[src/core/ehb_pkg.sv]
// ehb_pkg: constants and carrier types for the external bus hold arbiter
package ehb_pkg;
  // interface clock select encodings
  localparam logic [1:0] ECLK_SEL_PIN = 2'h0;
  localparam logic [1:0] ECLK_SEL_DIV4 = 2'h1;
  localparam logic [1:0] ECLK_SEL_DIV6 = 2'h2;
  // cpu clock dividers for the interface tick
  localparam int DIV4_COUNT = 4;
  localparam int DIV6_COUNT = 6;
  // hold timing in interface clock periods (e)
  localparam int HIZ_MIN_E = 2;
  localparam int ACK_MAX_E = 2;
  localparam int RESUME_MIN_E = 2;
  localparam int RESUME_MAX_E = 7;
  // reset release timing
  localparam int RST_DRIVE_MIN_E = 16;
  localparam int RST_VALID_MAX_P = 16070;
  localparam int CLK_MHZ = 50;
  localparam int CPU_MHZ = 50;
  // cpu periods converted to block clock cycles, rounded down for a longest time
  localparam int RST_VALID_CYC = (RST_VALID_MAX_P * CLK_MHZ) / CPU_MHZ;
  localparam int CNT_W = 15;

  // memory bus drive controls (clock drive released with the bus during hold only under float enable)
  typedef struct packed {
    logic bus_oe;
    logic clk_oe;
  } ehb_drive_t;

  // arbitration states
  typedef enum logic [2:0] {
    ST_RESET,
    ST_OWN,
    ST_DRAIN,
    ST_FLOAT,
    ST_HELD,
    ST_RESUME,
    ST_UNACK
  } ehb_state_t;

  // all state of the arbiter
  typedef struct packed {
    ehb_state_t st;
    logic [CNT_W-1:0] cnt;
    logic [CNT_W-1:0] ecnt;
    logic bus_oe;
    logic clk_oe;
    logic hold_ack;
    logic need;
    logic [2:0] div;
  } ehb_regs_t;
endpackage

[src/core/ehb_arbiter.sv]
// ehb_arbiter: hold/acknowledge arbitration for the external memory interface
// Functional notes
// - bus floats at least two periods after request
// - ack falls within two periods after float
// - bus redriven two to seven periods after release
// - ack rises within two periods after redrive
// - pending transfers finish before hold grant
// - inhibit bit postpones the grant indefinitely
// - float enable picks toggling or floating clock
// - floated clock follows the bus timing
// - one enable releases every memory bus pin; the clock pins use their own enable, mem_clk_oe
// - bus need changes only after clock rising
// - interface clock from pin, cpu/4, cpu/6
// - bus floats in reset, drives sixteen periods after
// - clock one floats in reset, valid later
// - ack follows request in reset, need low
// - all groups valid within the release limit
`timescale 1ns/1ns
module ehb_arbiter (
  clock,
  rst,
  hold_req_n,
  hold_inhibit,
  clkout_float_en,
  eclk_sel,
  mem_clk_in,
  xfer_pending,
  xfer_want,
  mem_bus_oe,
  mem_clk_out,
  mem_clk_out_one,
  mem_clk_oe,
  bus_hold_ack,
  bus_need_out,
  xfer_allow
);
  input wire logic clock;
  input wire logic rst;
  input wire logic hold_req_n;
  input wire logic hold_inhibit;
  input wire logic clkout_float_en;
  input wire logic [1:0] eclk_sel;
  input wire logic mem_clk_in;
  input wire logic xfer_pending;
  input wire logic xfer_want;
  output logic mem_bus_oe;
  output logic mem_clk_out;
  output logic mem_clk_out_one;
  output logic mem_clk_oe;
  output logic bus_hold_ack;
  output logic bus_need_out;
  output logic xfer_allow;

  // counter width brought local so size casts stay plain
  localparam int CW = ehb_pkg::CNT_W;
  ehb_pkg::ehb_regs_t s_r;
  ehb_pkg::ehb_regs_t s_nxt;
  logic req_sync;
  logic pin_d_r;
  logic tick;
  logic clk_rise;

  // request crosses into the block clock before the state machine sees it
  ehb_sync u_sync (
    .clock(clock),
    .rst(rst),
    .d_in(hold_req_n),
    .q_out(req_sync)
  );

  // previous external clock level for its rising-edge tick (input is synchronous)
  always_ff @(posedge clock) begin
    if (rst) begin
      pin_d_r <= 1'h0;
    end else begin
      pin_d_r <= mem_clk_in;
    end
  end

  // one tick per interface period from the selected source
  always_comb begin
    case (eclk_sel)
      ehb_pkg::ECLK_SEL_DIV4: tick = (s_r.div == 3'(ehb_pkg::DIV4_COUNT - 1));
      ehb_pkg::ECLK_SEL_DIV6: tick = (s_r.div == 3'(ehb_pkg::DIV6_COUNT - 1));
      default: tick = mem_clk_in && !pin_d_r;
    endcase
  end

  // the output clock rises where the tick lands
  assign clk_rise = tick;

  // next-state logic for the whole arbiter
  always_comb begin
    s_nxt = s_r;
    // divider wraps at the tick so the period is exact
    if (tick || eclk_sel == ehb_pkg::ECLK_SEL_PIN) begin
      s_nxt.div = 3'h0;
    end else begin
      s_nxt.div = s_r.div + 3'h1;
    end
    // interface-period counter used by every hold window
    if (tick && s_r.ecnt != '1) begin
      s_nxt.ecnt = s_r.ecnt + 1'b1;
    end
    // bus need only moves on an output clock rising edge
    if (clk_rise) begin
      s_nxt.need = xfer_want && s_r.bus_oe;
    end
    case (s_r.st)
      ehb_pkg::ST_RESET: begin
        // one tick beyond sixteen: the first tick may land right after release
        s_nxt.hold_ack = req_sync;
        s_nxt.cnt = s_r.cnt + 1'b1;
        if (s_r.ecnt > CW'(ehb_pkg::RST_DRIVE_MIN_E)) begin
          s_nxt.bus_oe = 1'h1;
          s_nxt.clk_oe = 1'h1;
          s_nxt.hold_ack = 1'h1;
          s_nxt.st = ehb_pkg::ST_OWN;
        end
      end
      ehb_pkg::ST_OWN: begin
        if (!req_sync) begin
          s_nxt.ecnt = '0;
          s_nxt.st = ehb_pkg::ST_DRAIN;
        end
      end
      ehb_pkg::ST_DRAIN: begin
        // inhibit and open transfers both keep the bus here
        if (req_sync) begin
          s_nxt.st = ehb_pkg::ST_OWN; // request withdrawn before grant
        end else if (!hold_inhibit && !xfer_pending &&
                     s_r.ecnt > CW'(ehb_pkg::HIZ_MIN_E)) begin
          s_nxt.bus_oe = 1'h0;
          s_nxt.clk_oe = !clkout_float_en;
          s_nxt.ecnt = '0;
          s_nxt.st = ehb_pkg::ST_FLOAT;
        end
      end
      ehb_pkg::ST_FLOAT: begin
        // acknowledge once the bus is already floating
        s_nxt.hold_ack = 1'h0;
        s_nxt.st = ehb_pkg::ST_HELD;
      end
      ehb_pkg::ST_HELD: begin
        // the master keeps request low past the ack, so no race here
        if (req_sync) begin
          s_nxt.ecnt = '0;
          s_nxt.st = ehb_pkg::ST_RESUME;
        end
      end
      ehb_pkg::ST_RESUME: begin
        // an extra tick covers the partial first period and the sync delay
        if (s_r.ecnt > CW'(ehb_pkg::RESUME_MIN_E)) begin
          s_nxt.bus_oe = 1'h1;
          s_nxt.clk_oe = 1'h1;
          s_nxt.st = ehb_pkg::ST_UNACK;
        end
      end
      ehb_pkg::ST_UNACK: begin
        // ack rises the cycle after the bus is driven
        s_nxt.hold_ack = 1'h1;
        s_nxt.st = ehb_pkg::ST_OWN;
      end
      default: s_nxt.st = ehb_pkg::ST_RESET;
    endcase
  end

  // register the whole state; reset floats the bus and the clock
  always_ff @(posedge clock) begin
    if (rst) begin
      s_r <= '0;
      s_r.st <= ehb_pkg::ST_RESET;
    end else begin
      s_r <= s_nxt;
    end
  end

  // output clock level: high for the first half of the divided period
  logic clk_lvl;
  always_comb begin
    case (eclk_sel)
      ehb_pkg::ECLK_SEL_DIV4: clk_lvl = (s_r.div < 3'h2);
      ehb_pkg::ECLK_SEL_DIV6: clk_lvl = (s_r.div < 3'h3);
      default: clk_lvl = pin_d_r;
    endcase
  end

  // during reset ack mirrors the request level and need stays low
  assign bus_hold_ack = (s_r.st == ehb_pkg::ST_RESET) ? hold_req_n : s_r.hold_ack;
  assign bus_need_out = s_r.need;
  assign mem_bus_oe = s_r.bus_oe;
  assign mem_clk_oe = s_r.clk_oe;
  assign mem_clk_out = clk_lvl;
  assign mem_clk_out_one = clk_lvl;
  assign xfer_allow = s_r.bus_oe && (s_r.st == ehb_pkg::ST_OWN);

  // bus must not float before the two-period minimum after request
  a_float_after_req: assert property (@(posedge clock) disable iff (rst)
    $fell(s_r.bus_oe) |-> $past(s_r.st) == ehb_pkg::ST_DRAIN &&
      $past(s_r.ecnt) > CW'(ehb_pkg::HIZ_MIN_E))
    else $error("bus floated too early");
  // ack falls one cycle after the float
  a_ack_after_float: assert property (@(posedge clock) disable iff (rst)
    $fell(s_r.bus_oe) |-> ##1 !s_r.hold_ack)
    else $error("ack not lowered after float");
  // no float while a transfer is open
  a_no_grant_busy: assert property (@(posedge clock) disable iff (rst)
    $fell(s_r.bus_oe) |-> !$past(xfer_pending))
    else $error("granted with transfer open");
  // inhibit blocks the grant
  a_inhibit_blocks: assert property (@(posedge clock) disable iff (rst)
    $fell(s_r.bus_oe) |-> !$past(hold_inhibit))
    else $error("granted under inhibit");
  // ack rises one cycle after redrive
  a_ack_after_drive: assert property (@(posedge clock) disable iff (rst)
    $rose(s_r.bus_oe) && $past(s_r.st) == ehb_pkg::ST_RESUME |-> ##1 s_r.hold_ack)
    else $error("ack not raised after redrive");
  // clock floats only with float enable
  a_clk_float_en: assert property (@(posedge clock) disable iff (rst)
    $fell(s_r.clk_oe) |-> $past(clkout_float_en))
    else $error("clock floated without enable");
  // need changes only on a tick
  a_need_on_edge: assert property (@(posedge clock) disable iff (rst)
    $changed(s_r.need) |-> $past(clk_rise))
    else $error("need moved off edge");
  // ack low and bus floating throughout the held state
  a_ack_while_held: assert property (@(posedge clock) disable iff (rst)
    s_r.st == ehb_pkg::ST_HELD |-> !bus_hold_ack && !mem_bus_oe)
    else $error("held state inconsistent");
endmodule

[src/core/ehb_sync.sv]
// ehb_sync: two-stage synchroniser for the hold request
`timescale 1ns/1ns
module ehb_sync (
  clock,
  rst,
  d_in,
  q_out
);
  input wire logic clock;
  input wire logic rst;
  input wire logic d_in;
  output logic q_out;

  // stage one is read only by stage two, idle level is high (no request)
  logic s1_r;
  logic s2_r;

  // plain double flop, reset to the idle high level
  always_ff @(posedge clock) begin
    if (rst) begin
      s1_r <= 1'h1;
      s2_r <= 1'h1;
    end else begin
      s1_r <= d_in;
      s2_r <= s1_r;
    end
  end

  assign q_out = s2_r;
endmodule

[config.mk]
export PLATFORM = sky130hd
export DESIGN_NAME = ehb_arbiter
export DESIGN_NICKNAME = d
export VERILOG_FILES = /design/src/core/ehb_pkg.sv /design/src/core/ehb_arbiter.sv /design/src/core/ehb_sync.sv
export SDC_FILE = /design/constraint.sdc
export NUM_CORES = 1
export LEC_CHECK = 0
export BUFFER_PORTS_ARGS = -buffer_cell sky130_fd_sc_hd__buf_2
export CORE_MARGIN = 4
export CORE_UTILIZATION = 52
export DETAILED_ROUTE_END_ITERATION = 16
export PLACE_DENSITY = 0.75
export SLEW_MARGIN = 15
export SYNTH_ARGS = -nofsm -noshare
export SYNTH_HDL_FRONTEND = slang
export SYNTH_HIERARCHICAL = 1
export SYNTH_SLANG_ARGS = --single-unit
[constraint.sdc]
create_clock -name clock -period 1.8 [get_ports clock]
set_input_delay 0.36 -clock clock [delete_from_list [all_inputs] [get_ports clock]]
set_output_delay 0.36 -clock clock [all_outputs]
set_load 0.1 [all_outputs]
==> impl_metrics.toml <==
[outcome]
status = "complete, but fails checks"
violations = "setup timing"

[sta]
finClkSkew_ns = 0.0169
hold_violations = 0
max_slew.worst_pin.slew_ns = 0.488
grt_setup_unrepaired = "yes"
holdWs_ns = 0.178
slew_violations = 0
setup_viol = 26
finalCriticalPeriod_ns = 1.95
max_freq_mhz = 513
min_period_over_period = 1.08
setup_ws_ns = -0.151
slew_headroom = 0.677

[detailed_routing]
route.vias.total = 1667
viasPerCell = 5.69
drt_pass1_iterations = 5
ant_nets = 0
drcViolationCount = 0
drt_iter0_markers = 75
drt_wl_total_um = 4830
wire_per_inst_um = 16.5

[yosys]
yosysSeqAreaShare = 0.338
synthTopCellsByArea = "dfxtp_1, ha_1, mux2i_1"
synth_cell_types = 47
synth_flop_cell = "dfxtp_1"
synth_seq_cells = 28
yosysMostFrequentCell = "dfxtp_1"
yosys_warnings = 6
synthCells = 191
yosysTopAreaCell = "dfxtp_1"
async_flop_share = 0
synth_commonest_cells = "dfxtp_1, nor2_1, inv_1"
synth_top_area_frac = 0.338
syn_avg_cell_area_um2 = 8.68
synth_area_um2 = 1660
synth-edff-count = 0
synth_nets = 209

[critical_path]
crit_family = "simple AND/OR/NAND/NOR gates"
required_ns = 2.08
cp_max_fo = 4
crit_chain = "buf_6 -> ha_4 -> a32oi_2 -> mux2i_1 -> buf_4 -> o211ai_1 -> or4_4 -> a21oi_2"
crit_path_start_kind = "register"
crit_type = "register to register"
cpPeakStageDelay_ns = 0.52
slowest_stage = "or4_4"
cp_data_arrival_time_ns = 2.23
endpoint_kind = "register"
cp.buffers_inverters = 2

[power]
p_int_mw = 0.995
p_comb_frac = 0.337
power.total_mw = 1.49
clockPowerShare = 0.218
seqPwrFrac = 0.445
power_density_nw_per_um2 = 618
peakVddDrop_mv = 0.387
swShare = 0.331
p_leak_nw = 1.00
p_sw_mw = 0.492

[place]
place_area_um2 = 2050
gp_congestion = 0.877
port_buffers = 16
dp_hpwl_um = 2950
place_ws_ns = -0.196

[global_routing]
track_usage = 0.223
met2_usage = 0.430
grt_overflow = 0
grtUsageMet1 = 0.252
busiest_layer = "met2"
use_met3 = 0.0295
grt_pass1_wl_um = 7330
grt_max_degree = 16
grt_pass1_vias = 1602
antenna_found_initial = 0

[floorplan]
core_region_area_um2 = 3050
io_pins = 17
dieHeight_um = 64.5
start_util = 0.543
die_area_um2 = 4160
die_x_um = 64.5
placementRows = 20

[clock_tree]
numCtsBuffers = 3
clk_pin_slew_ns = 0.17
clockBufferDepth = 2
cts.sinks = 28
worstSkewPairLatency_ns = 0.35
cts_tree = "built"
cts_root_buf = "clkbuf_4"
htree_levels = 1

[cells_and_area]
n_antenna_cell = 0
fin_nets = 268
drive_gt1_frac = 0.510
stdcell_area_um2 = 2410
fin_util = 0.789
area_growth_pct = 45.3
fillers = 180

[flow_run]
max_cap_viol_count = 0

[min_path]
hp-class = "primary input to register"
## worst paths after layout
path | from | end | slack (ns) | cells after the start
max reg2reg | s_r[0] | s_r[20] | -0.15 | 8
min reg2reg | u_sync/s1_r | u_sync/q_out | 0.44 | 1
min | clkout_float_en | mem_clk_oe | 0.18 | 2
max | s_r[0] | s_r[20] | -0.15 | 8
## final cells by class
type                            instances  area, µm²  share of cell area
Timing Repair Buffer                   62        504               0.209
Tap cell                               44       55.1              0.0229
Inverter                               13       48.8              0.0203
Sequential cell                        28        578               0.240
Multi-Input combinational cell        142       1190               0.492
Clock buffer                            4       36.3              0.0151
## metrics by stage
stage	std cells	TNS, ns
after floorplan	191	-0.660
after global placement	276	-1.67
after detailed placement	276	-2.78
after CTS	286	-1.13
after global routing	293	-4.34
final	293	-2.17
## power groups by stage
stage          registers (mW)  logic (mW)  clock network (mW)
6_report                0.662       0.501               0.324
5_1_grt                 0.665       0.528               0.354
4_1_cts                 0.661       0.452               0.317
3_5_place_dp            0.675       0.376                   0
3_3_place_gp            0.674       0.365                   0
2_1_floorplan           0.702       0.241                   0
## flip-flops by register name (all words and copies together) (netlist names)
signal / flops
mem_bus_oe: 1
mem_clk_oe: 1
u_sync/s1_r: 1
s_r: 22
bus_need_out: 1
u_sync/q_out: 1
pin_d_r: 1
## cells in the final DEF, fill, tap and decap left out, types with 3 or more instances in the layout
master,instances
a21oi_1,5
a21oi_2,7
buf_12,4
buf_2,12
buf_4,41
buf_6,5
clkbuf_4,3
dfxtp_1,18
dfxtp_2,8
ha_4,5
inv_1,11
mux2i_1,7
nand2_1,8
nand3_1,10
nand3b_1,5
nor2_1,12
nor2_2,11
nor2b_1,3
nor3_2,3
o211ai_1,7
or4_4,3
xor2_1,4
## repair_timing
action,in CTS,in global routing
endpoints found under the setup margin,28,28
resized for setup,38,22
hold buffers,0,0
setup buffers,6,7
pin swaps,9,13
## per-layer routing
metal,wire length (µm),part of all wire
met1,1800,0.37
met2,2640,0.55
met3,252,0.052
met4,131,0.027
met5,0,0
## logic make-up (layout without fill, tap and decap cells)
| logic type | count (synthesis) | in the layout | synth area share |
|---|---|---|---|
| AO/OA/AOI/OAI | 37 | 37 | 0.162 |
| adder cells (fa/ha/maj) | 8 | 8 | 0.0604 |
| flip-flops | 28 | 28 | 0.338 |
| AND/OR/NAND/NOR | 81 | 81 | 0.286 |
| multiplexers | 10 | 10 | 0.0626 |
| buffers and inverters | 21 | 79 | 0.0589 |
| XOR/XNOR | 6 | 6 | 0.0317 |
Note: power is estimated with default switching activity, not from simulation.
